$ cat src/wdwt_consts.svh
/*
 * timing constants and field layout for the watchdog and wake timing block.
 * assumes core_clk at 20 MHz; slow rc tick derived by a divider.
 */
`ifndef WDWT_CONSTS_SVH
`define WDWT_CONSTS_SVH
`define WDWT_CLK_HZ          20000000
`define WDWT_SLOW_RC_HZ      31000
`define WDWT_SLOW_DIV        (`WDWT_CLK_HZ / `WDWT_SLOW_RC_HZ)
`define WDWT_PRE5_DIV        32
`define WDWT_PRE7_DIV        128
`define WDWT_POST_MAX_CODE   4'hf
`define WDWT_VREG_US         10
`define WDWT_POWER_UP_DELAY_TIMER_MS         64
`define WDWT_WAKE_SLOW_US    190
`define WDWT_WAKE_FAST_US    25
`define WDWT_WAKE_NOSTBY_US  9
`define WDWT_WAKE_FAST_CODE  2'h1
`define WDWT_CYC_US(us)      (((us) * (`WDWT_CLK_HZ / 1000000)))
`endif

$ cat src/wdwt_pkg.sv
/*
 * types shared by the watchdog and wake timing block.
 * assumes nothing beyond a systemverilog compiler.
 */
package wdwt_pkg;
    // two-bit run state, usual path run -> low power -> wake -> run; wake to run flips both bits
    typedef enum logic [1:0]
    {
        WDWT_RUN   = 2'b00,
        WDWT_LOWPW = 2'b01,
        WDWT_WAKE  = 2'b11,
        WDWT_START = 2'b10
    } wdwt_state_t;
endpackage : wdwt_pkg

$ cat src/wdwt_delay.sv
/*
 * loadable down counter used for start and wake delays.
 * assumes a synchronous load strobe and core clock domain.
 */
`timescale 1ns/1ps
module wdwt_delay
#(
    parameter int W = 24
)
(
    input  wire logic         core_clk,
    input  wire logic         rst,
    input  wire logic         load,
    input  wire logic [W-1:0] count,
    output logic              busy
);
    logic [W-1:0] cnt_q;

    // -----------------------------------------------------------------
    // countdown
    // -----------------------------------------------------------------
    // load wins over counting so a retrigger restarts the full delay
    always_ff @(posedge core_clk)
    begin
        if (rst)
            cnt_q <= '0;
        else if (load)
            cnt_q <= count;
        else if (cnt_q != '0)
            cnt_q <= cnt_q - 1'b1;
    end

    assign busy = (cnt_q != '0);
endmodule // wdwt_delay

$ cat src/wdwt_top.sv
/*
 * watchdog with prescaler and postscaler, plus regulator start,
 * power-up and standby wake delays.
 * assumes instruction, reset and clock-switch events are one-cycle
 * pulses synchronous to core_clk.
 */
// What this block does
// - watchdog counts slow rc ticks; enabling watchdog enables oscillator
// - prescale select picks divide by 32 or divide by 128
// - prescaler period alone is about 1 ms or 4 ms
// - four-bit postscale field gives sixteen ratios 1:1 to 1:32768
// - device reset or clock switch completion clears all counts
// - entering and leaving sleep or idle clears all counts
// - clear watchdog instruction clears counter, prescaler and postscaler
// - watchdog runs in low power; timeout wakes, resume after instr
// - timeout flag set and held until software clears it
// - regulator on: hold execution 10 us after reset or idle wake; sleep wake uses standby wake time
// - regulator off: 64 ms power-up delay after power-on or brown-out
// - sleep puts regulator in standby unless standby disable is set
// - standby wake 190 us default; select code 01 gives 25 us
// - standby disabled keeps flash powered; wake under 10 us
// - regulator off wake uses regulator delay; standby disable shortens
`timescale 1ns/1ps
`include "wdwt_consts.svh"
module wdwt_top
#(
    parameter int POWER_UP_DELAY_TIMER_CYC = `WDWT_POWER_UP_DELAY_TIMER_MS * 20000,
    parameter int SLOW_DIV = `WDWT_SLOW_DIV
)
(
    input  wire logic              core_clk,
    input  wire logic              rst,
    input  wire logic              wdog_enable,
    input  wire logic              wdog_prescale_select,
    input  wire logic [3:0]        wdog_postscale_select,
    input  wire logic              clear_wdog_instr,
    input  wire logic              power_save_instr,
    input  wire logic              power_save_idle,
    input  wire logic              wake_event,
    input  wire logic              osc_switch_done,
    input  wire logic              por_bor_reset,
    input  wire logic              regulator_enable,
    input  wire logic              regulator_standby_disable,
    input  wire logic [1:0]        regulator_wake_time_select,
    input  wire logic              wdog_flag_clear,
    input  wire logic              sleep_flag_clear,
    input  wire logic              idle_flag_clear,
    output logic                   slow_rc_oscillator,
    output logic                   wdog_timeout_flag,
    output logic                   sleep_flag,
    output logic                   idle_flag,
    output logic                   regulator_standby,
    output logic                   flash_powered,
    output logic                   exec_hold,
    output wdwt_pkg::wdwt_state_t  run_state
);
    import wdwt_pkg::*;

    localparam int DW = 24;
    localparam logic [DW-1:0] VREG_CYC = DW'(`WDWT_CYC_US(`WDWT_VREG_US));
    localparam logic [DW-1:0] SLOW_CYC = DW'(`WDWT_CYC_US(`WDWT_WAKE_SLOW_US));
    localparam logic [DW-1:0] FAST_CYC = DW'(`WDWT_CYC_US(`WDWT_WAKE_FAST_US));
    localparam logic [DW-1:0] NOSB_CYC =
        DW'(`WDWT_CYC_US(`WDWT_WAKE_NOSTBY_US));

    wdwt_state_t   state_q;
    logic [15:0]   rc_div_q;
    logic          rc_tick;
    logic [6:0]    pre_q;
    logic          pre_tick;
    logic [14:0]   post_q;
    logic          timeout;
    logic          wdog_clear;
    logic          wake_go;
    logic          delay_load;
    logic [DW-1:0] delay_cnt;
    logic          delay_busy;
    logic          por_q;

    // -----------------------------------------------------------------
    // slow rc tick
    // -----------------------------------------------------------------
    // oscillator runs whenever the watchdog is enabled
    assign slow_rc_oscillator = wdog_enable;

    // divider stands in for the slow rc oscillator
    always_ff @(posedge core_clk)
    begin
        if (rst || !wdog_enable || rc_tick)
            rc_div_q <= '0;
        else
            rc_div_q <= rc_div_q + 16'h0001;
    end
    // gated so no stray tick leaks out in the cycle the watchdog turns off
    assign rc_tick = wdog_enable && (rc_div_q == 16'(SLOW_DIV - 1));

    // -----------------------------------------------------------------
    // count clears
    // -----------------------------------------------------------------
    // leaving low power goes through the wake state
    assign wake_go = (state_q == WDWT_LOWPW) && (wake_event || timeout);
    assign wdog_clear = rst || osc_switch_done
                      || power_save_instr || wake_go
                      || (clear_wdog_instr && state_q == WDWT_RUN);

    // -----------------------------------------------------------------
    // prescaler and postscaler
    // -----------------------------------------------------------------
    // 32 or 128 slow ticks per prescaler period
    always_ff @(posedge core_clk)
    begin
        if (wdog_clear || pre_tick)
            pre_q <= '0;
        else if (rc_tick)
            pre_q <= pre_q + 7'h01;
    end
    assign pre_tick = rc_tick && (wdog_prescale_select
        ? (pre_q == 7'(`WDWT_PRE7_DIV - 1))
        : (pre_q == 7'(`WDWT_PRE5_DIV - 1)));

    // postscaler ratio is two to the power of the code
    always_ff @(posedge core_clk)
    begin
        if (wdog_clear || timeout)
            post_q <= '0;
        else if (pre_tick)
            post_q <= post_q + 15'h0001;
    end
    // timeout counts in every state, low power too
    assign timeout = wdog_enable && pre_tick
        && (post_q == 15'((32'h1 << wdog_postscale_select) - 1));

    // -----------------------------------------------------------------
    // status flags
    // -----------------------------------------------------------------
    // set wins over a clear in the same cycle
    always_ff @(posedge core_clk)
    begin
        if (rst)
            wdog_timeout_flag <= 1'b0;
        else if (timeout)
            wdog_timeout_flag <= 1'b1;
        else if (wdog_flag_clear)
            wdog_timeout_flag <= 1'b0;
    end

    // hardware never clears these on wake; software must
    always_ff @(posedge core_clk)
    begin
        if (rst)
        begin
            sleep_flag <= 1'b0;
            idle_flag  <= 1'b0;
        end
        else
        begin
            if (power_save_instr && !power_save_idle)
                sleep_flag <= 1'b1;
            else if (sleep_flag_clear)
                sleep_flag <= 1'b0;
            if (power_save_instr && power_save_idle)
                idle_flag <= 1'b1;
            else if (idle_flag_clear)
                idle_flag <= 1'b0;
        end
    end

    // -----------------------------------------------------------------
    // run state
    // -----------------------------------------------------------------
    // power-on marker caught during reset, a clocked strap
    always_ff @(posedge core_clk)
    begin
        if (rst)
            por_q <= 1'b1;
        else if (state_q == WDWT_START)
            por_q <= 1'b0;
    end

    always_ff @(posedge core_clk)
    begin
        if (rst)
            state_q <= WDWT_START;
        else
        begin
            case (state_q)
                WDWT_START:
                    if (!delay_busy && !delay_load)
                        state_q <= WDWT_RUN;
                WDWT_RUN:
                    if (power_save_instr)
                        state_q <= WDWT_LOWPW;
                WDWT_LOWPW:
                    if (wake_go)
                        state_q <= WDWT_WAKE;
                WDWT_WAKE:
                    if (!delay_busy && !delay_load)
                        state_q <= WDWT_RUN;
                default:
                    state_q <= WDWT_RUN;
            endcase
        end
    end
    assign run_state = state_q;

    // -----------------------------------------------------------------
    // start and wake delays
    // -----------------------------------------------------------------
    assign delay_load = (state_q == WDWT_START && por_q)
                     || wake_go;

    // pick the delay for this resume
    always_comb
    begin
        delay_cnt = VREG_CYC;
        if (state_q == WDWT_START)
        begin
            if (!regulator_enable && por_bor_reset)
                delay_cnt = DW'(POWER_UP_DELAY_TIMER_CYC);
        end
        else if (sleep_flag && regulator_standby_disable)
            delay_cnt = NOSB_CYC;
        else if (sleep_flag && regulator_enable)
            delay_cnt = (regulator_wake_time_select == `WDWT_WAKE_FAST_CODE)
                      ? FAST_CYC : SLOW_CYC;
    end

    wdwt_delay #(.W(DW)) u_delay
    (
        .core_clk (core_clk),
        .rst      (rst),
        .load     (delay_load),
        .count    (delay_cnt),
        .busy     (delay_busy)
    );

    // execution held while any delay runs or in low power
    assign exec_hold = (state_q != WDWT_RUN);

    // regulator standby only in sleep, unless disabled
    assign regulator_standby = (state_q == WDWT_LOWPW) && sleep_flag
                            && !regulator_standby_disable;
    assign flash_powered = !regulator_standby;
endmodule // wdwt_top

$ cat config.mk
export PLATFORM = sky130hd
export DESIGN_NAME = wdwt_top
export DESIGN_NICKNAME = d
export VERILOG_FILES = /design/src/wdwt_pkg.sv /design/src/wdwt_delay.sv /design/src/wdwt_top.sv
export VERILOG_INCLUDE_DIRS = /design/src
export SDC_FILE = /design/constraint.sdc
export NUM_CORES = 1
export LEC_CHECK = 0
export BUFFER_PORTS_ARGS = -buffer_cell sky130_fd_sc_hd__buf_4
export CORE_UTILIZATION = 58
export DETAILED_ROUTE_END_ITERATION = 6
export PLACE_DENSITY = 0.89
export SLEW_MARGIN = 20
export SYNTH_ARGS = -nofsm -noshare
export SYNTH_HDL_FRONTEND = slang
export SYNTH_SLANG_ARGS = --single-unit
$ cat constraint.sdc
create_clock -name core_clk -period 7 [get_ports core_clk]
set_input_delay 1.05 -clock core_clk [delete_from_list [all_inputs] [get_ports core_clk]]
set_output_delay 1.05 -clock core_clk [all_outputs]
set_load 0.05 [all_outputs]
======== Word-level counts from Yosys, hierarchy flattened ========
Cells that the tools add are included.
cells by class
  $add $sub $neg .......................... 5
  equal/unequal tests ..................... 11
  shift-type cells ........................ 1
  multiplexer cells ....................... 18
  reduce and logical (&&, ||, !) cells .... 41
operators with widths
  kind                                                   count
  2-to-1 mux 24 bit                                      3
  2-to-1 mux 12 bit                                      3
  nonzero test 24 bit                                    1
  subtractor 24 x 1 -> 24 bit, second input constant     1
  2-to-1 mux 21 bit                                      1
  adder 16 x 1 -> 16 bit, second input constant          1
  equality test 16 x 10 -> 1 bit, second input constant  1
  adder 15 x 1 -> 15 bit, second input constant          1
  equality test 15 bit                                   1
  logical AND 1 bit                                      15
  << shifter 1 x 4 -> 15 bit, first input constant       1
  subtractor 15 x 1 -> 15 bit, second input constant     1
  logical OR 1 bit                                       10
  nonzero test 2 bit                                     5
  adder 7 x 1 -> 7 bit, second input constant            1
  equality test 7 x 5 -> 1 bit, second input constant    1
  equality test 7 bit, second input constant             1
  logical NOT 1 bit                                      7
  2-to-1 mux 1 bit                                       7
  2-to-1 mux 2 bit                                       3
  one-hot mux 2 bit (3 select lines)                     1
  equality test 2 x 1 -> 1 bit, second input constant    2
  equality test 2 bit, second input constant             2
  inequality test 2 bit, second input constant           2
  4 further kinds                                        4
storage, ports and cells
  register bits ........................... 68
  bits of input ports ..................... 21
  output and inout bits ................... 9
  logic and storage cells ................. 85

======== Logic depth before layout (Yosys ltp) ========
  depth in word-level cells ............... 12
  gate-level depth with buffers ........... 15
  depth with buffers taken out ............ 11

======== By module ========
Synthesis repeated with hierarchy kept, for this count alone.
second synthesis, totals
  cell total of the unflattened synthesis .. 485
  area, all modules ....................... 4056.4 µm²
modules (own cells, without submodules)
  module      times used  cells each  area each (µm²)  sequential area each (µm²)
  wdwt_top    1           323         2622.5           880.8
  wdwt_delay  1           162         1433.9           480.5

======== Worst setup path after synthesis ========
Ideal clock, no wire load.
  path type ............................... input to register
  from .................................... input port wdog_postscale_select[2]
  to ...................................... register u_delay.cnt_q[6]
  arrival time ............................ 4.175 ns
  slack ................................... 2.722 ns
  stages on the path ...................... 15
  buffers on the path ..................... 4
  path through ............................ clkbuf_1 > clkbuf_1 > nor2_1 > nand3b_1 > ha_1 > clkbuf_1 > xor2_1 > xnor2_1 > o2111ai_1 > a2111o_1 > o41ai_4 > a211oi_2 > or2_1 > buf_2 > a2111oi_2
on the way
  longest elaborated chain between the ends .. 8
ends and longest elaborated chain
  what                                                     RTL line          source
  from (decl)                                              wdwt_top.sv:35    input wire logic [3:0] wdog_postscale_select,
  << shifter 1 x 4 -> 15 bit *                             wdwt_top.sv:131   && (post_q == 15'((32'h1 << wdog_postscale_select) - 1));
  subtractor 15 x 1 -> 15 bit *                            wdwt_top.sv:131
  equality test 15 bit *                                   wdwt_top.sv:131
  logical AND 1 bit *                                      wdwt_top.sv:131
  logical OR 1 bit *                                       wdwt_top.sv:101   assign wake_go = (state_q == WDWT_LOWPW) && (wake_event || timeout);
  logical AND 1 bit *                                      wdwt_top.sv:101
  logical OR 1 bit *                                       wdwt_top.sv:210   || wake_go;
  2-to-1 mux 24 bit or nonzero test 2 bit (tied branches)  -
  to (signal assigned)                                     wdwt_delay.sv:28  cnt_q <= count;
  to (signal assigned)                                     wdwt_delay.sv:30  cnt_q <= cnt_q - 1'b1;
  to (decl)                                                wdwt_delay.sv:17  logic [W-1:0] cnt_q;
Every way passes the cells marked *; elsewhere a longest branch is shown, timed or not.
A chain may end at the register's enable or synchronous reset.

======== Final worst setup path ========
  from .................................... input port wdog_postscale_select[3]
  to ...................................... register u_delay.cnt_q[1]
The elaborated chain is that of the path after synthesis.

==> results.tsv <==
stage	metric	value	unit
outcome	status	finished, final reports clean	
synth	Yosys cell types	53	
global_routing	met2 Usage GRT	0.454	
critical_path	crit-path max FO	22	
detailed_routing	vias per cell	5.88	
clock_network	CTS buffer count	9	
synth	Synth top area share	0.368	
power_and_ir_drop	Comb power frac	0.314	
sta	Slew Limit Fails	0	
sta	Clock Skew	0.0115	ns
detailed_routing	DRT Wirelength	8.14	mm
detailed_routing	DRC viols	0	
cells_and_area	Final nets	509	
cells_and_area	fill cell count	476	
placed_design	I/O Buffers	29	
critical_path	Critical Path Sink	u_delay.cnt_q[1]$_SDFFE_PP0P_	
die	Initial Utilization	0.614	
placed_design	GP Congestion	0.915	
cells_and_area	area growth from synthesis to layout	12.7	%
die	die area	6700	µm²
clock_network	Root Driver	clkbuf_8	
global_routing	initial antenna violation count	0	
sta	final setup fails	0	
sta	fin crit period	4.36	ns
critical_path	crit path DAT	4.63	ns
sta	fin crit share	0.623	
sta	final setup TNS	0	ns
power_and_ir_drop	Leakage	1.52	nW
critical_path	RR Endpoint	u_delay.cnt_q[6]$_SDFFE_PP0P_	
synth	syn_nets	486	
die	Die X	81.9	µm
cells_and_area	ANT cells	0	
clock_network	buffers inserted by post-CTS timing repair	0	
synth	Ys Warns	0	
global_routing	first-pass GRT wire length	13.1	mm
global_routing	All-Layer GR Usage	0.257	
die	Die H	81.9	µm
synth	cell taking the most area after synthesis	dfxtp_1	
clock_network	H-Tree Depth	3	
die	num rows	28	
synth	Synth Flop Type	dfxtp_1	
power_and_ir_drop	Sw Ratio	0.350	
synth	Synth top cells by count	dfxtp_1, nor2_1, nand2_1, a21oi_1, xor2_1	
cells_and_area	fraction of layout cells with a size suffix above 1	0.111	
synth	Area contributors post-synth	dfxtp_1, xor2_1, nor2_1	
clock_network	hold_buf cts	0	
detailed_routing	1st-iter DRT viols	206	
clock_network	PostCTS Resize Cnt	0	
flow_run	Max Cap Viol	0	
critical_path	Req. time, crit path	7.27	ns
detailed_routing	post-route ant nets	0	
global_routing	GR Overflow Total	0	
sta	fmax	0.229	GHz
worst_hold_path	min-delay worst type	flip-flop to flip-flop	
critical_path	Worst setup startpoint	wdog_postscale_select[3]	
detailed_routing	DRT Pass-1 Iters	5	
global_routing	met1 GRT Util	0.302	
power_and_ir_drop	Seq pwr share	0.387	
synth	EDFF count, synth	0	
power_and_ir_drop	Internal Power	0.801	mW
sta	Rel. slew slack	0.320	
synth	syn avg cell area	8.06	µm²
clock_network	Clock Latency Late Sink	0.35	ns
placed_design	Final HPWL DP	5.84	mm
clock_network	CTS tree	done	
synth	Seq/Total Area, Yosys	0.368	
critical_path	Worst setup EP type	flip-flop	
sta	Worst Max-Slew Pin Slew	0.994	ns
critical_path	R2R depth	10	
die	Core Region	6030	µm²
global_routing	number of global-route vias before repair	2957	
critical_path	max incr delay on CP	0.65	ns
critical_path	flop-to-flop setup slack	3.64	ns
detailed_routing	Vias	3305	
global_routing	GR met3 Demand/Resource	0.0500	
power_and_ir_drop	pwr/cell area	295	nW/µm²
critical_path	crit start category	input port	
clock_network	CTS sink count	68	
global_routing	GRT busiest layer	met2	
clock_network	Clock Pin Slew Worst Setup and Hold Paths	0.08	ns
clock_network	Clock Tree Buf Depth	2	
detailed_routing	wire per inst	14.5	µm
critical_path	R2R Path Start	rc_div_q[0]$_SDFF_PP0_	
sta	Fin. Hold Viols	0	
synth	Mapped Area	3700	µm²
power_and_ir_drop	maximum vdd ir drop	0.000272	V
synth	Post-Synthesis Cells	459	
power_and_ir_drop	Psw	0.430	mW
synth	Yosys reg bits	68	
power_and_ir_drop	Clk pwr share	0.300	
sta	RSZ-0062 raised after global routing	no	
power_and_ir_drop	total power	1.23	mW
critical_path	slowest stage cell on the critical path	a21oi_2	
global_routing	largest net degree at the start of global routing	23	
critical_path	crit-path cells	buf_4, or4_1, ha_1, or3_1, a21oi_1, nor3_1, o22ai_1, o41ai_4, a21oi_2, nand2_1, a211oi_1	
die	# IOs	30	
synth	FFs w/ async S/R, synth	0	
critical_path	Setup Crit Path Kind	input port to flip-flop	
[power by group through the flow]
stage	logic, mW	registers [mW]	clock network (mW)
global route	0.424	0.481	0.384
CTS	0.385	0.474	0.369
finish	0.386	0.476	0.369
global placement	0.365	0.479	0
floorplan	0.295	0.480	0
detailed placement	0.377	0.483	0
[worst max-delay path: cells and delay by family]
| family | cells | cell delay, ns |
|---|---|---|
| buffers and inverters | 1 | 0.18 |
| AND/OR/NAND/NOR | 4 | 1.48 |
| AO/OA/AOI/OAI | 5 | 1.54 |
| adder cells (fa/ha/maj) | 1 | 0.36 |
[flip-flops by register name, indices dropped and copies added (netlist names)]
name               cells
u_delay.cnt_q         24
rc_div_q              16
post_q                15
pre_q                  7
run_state              2
idle_flag              1
por_q                  1
sleep_flag             1
wdog_timeout_flag      1
[worst min path at each step]
stage                                 from                endpoint  cells past startpoint  slack, ns
finish              rc_div_q[0]$_SDFF_PP0_  rc_div_q[0]$_SDFF_PP0_                      1       0.48
global route        rc_div_q[0]$_SDFF_PP0_  rc_div_q[0]$_SDFF_PP0_                      1       0.53
CTS                 rc_div_q[0]$_SDFF_PP0_  rc_div_q[0]$_SDFF_PP0_                      1       0.48
detailed placement  rc_div_q[0]$_SDFF_PP0_  rc_div_q[0]$_SDFF_PP0_                      1       0.46
global placement    rc_div_q[0]$_SDFF_PP0_  rc_div_q[0]$_SDFF_PP0_                      1       0.45
floorplan           rc_div_q[0]$_SDFF_PP0_  rc_div_q[0]$_SDFF_PP0_                      1       0.44
[cells in the final DEF (no fill, tap or decap), types with 5 or more instances in the layout]
| cell type | count |
|---|---|
| o21ai_0 | 17 |
| buf_4 | 29 |
| inv_1 | 19 |
| nand4_1 | 12 |
| xor2_1 | 30 |
| and3_1 | 5 |
| nor3_1 | 15 |
| mux2i_1 | 5 |
| nand2b_1 | 7 |
| nor2_1 | 68 |
| a21oi_1 | 30 |
| xnor2_1 | 25 |
| nand2_1 | 31 |
| nor2b_1 | 6 |
| nand3_1 | 26 |
| ha_1 | 6 |
| clkbuf_8 | 10 |
| or3_1 | 14 |
| dfxtp_1 | 68 |
| nor4_1 | 7 |
[area by class of cell]
cell class	instances	area, µm²	share of cell area
multi-input combinational	355	2200	0.527
sequential	68	1360	0.327
timing repair buffer	29	218	0.0522
clock buffer	11	141	0.0339
tap	75	93.8	0.0225
clock inverter	5	85.1	0.0204
inverter	19	71.3	0.0171
[logic make-up (layout without fill, tap and decap cells)]
| kind of cell | count (synthesis) | after routing | share of synthesized area |
|---|---|---|---|
| AO/OA/AOI/OAI | 74 | 74 | 0.131 |
| XOR/XNOR | 55 | 55 | 0.130 |
| adder cells (fa/ha/maj) | 6 | 6 | 0.0203 |
| buffers and inverters | 36 | 64 | 0.0379 |
| flip-flops | 68 | 68 | 0.368 |
| multiplexers | 5 | 5 | 0.0135 |
| AND/OR/NAND/NOR | 215 | 215 | 0.299 |
[metal layers]
layer,wire (µm),up-vias
met2,4020,88
li1,-,1651
met5,0,-
met3,335,14
met1,3630,1552
met4,161,0
[metrics by stage]
step                       util  cells  instance area (µm²)  hold slack [ns]  worst slack (ns)
after floorplan               -    459                 3700            0.437              2.72
after global placement    0.654    546                 3940            0.452              2.41
after detailed placement  0.654    546                 3940            0.462              2.28
after CTS                 0.692    562                 4170            0.480              2.67
after global routing      0.692    562                 4170            0.527              2.40
final                     0.692    562                 4170            0.477              2.64
No activity file was read; power rests on OpenSTA's default activity.
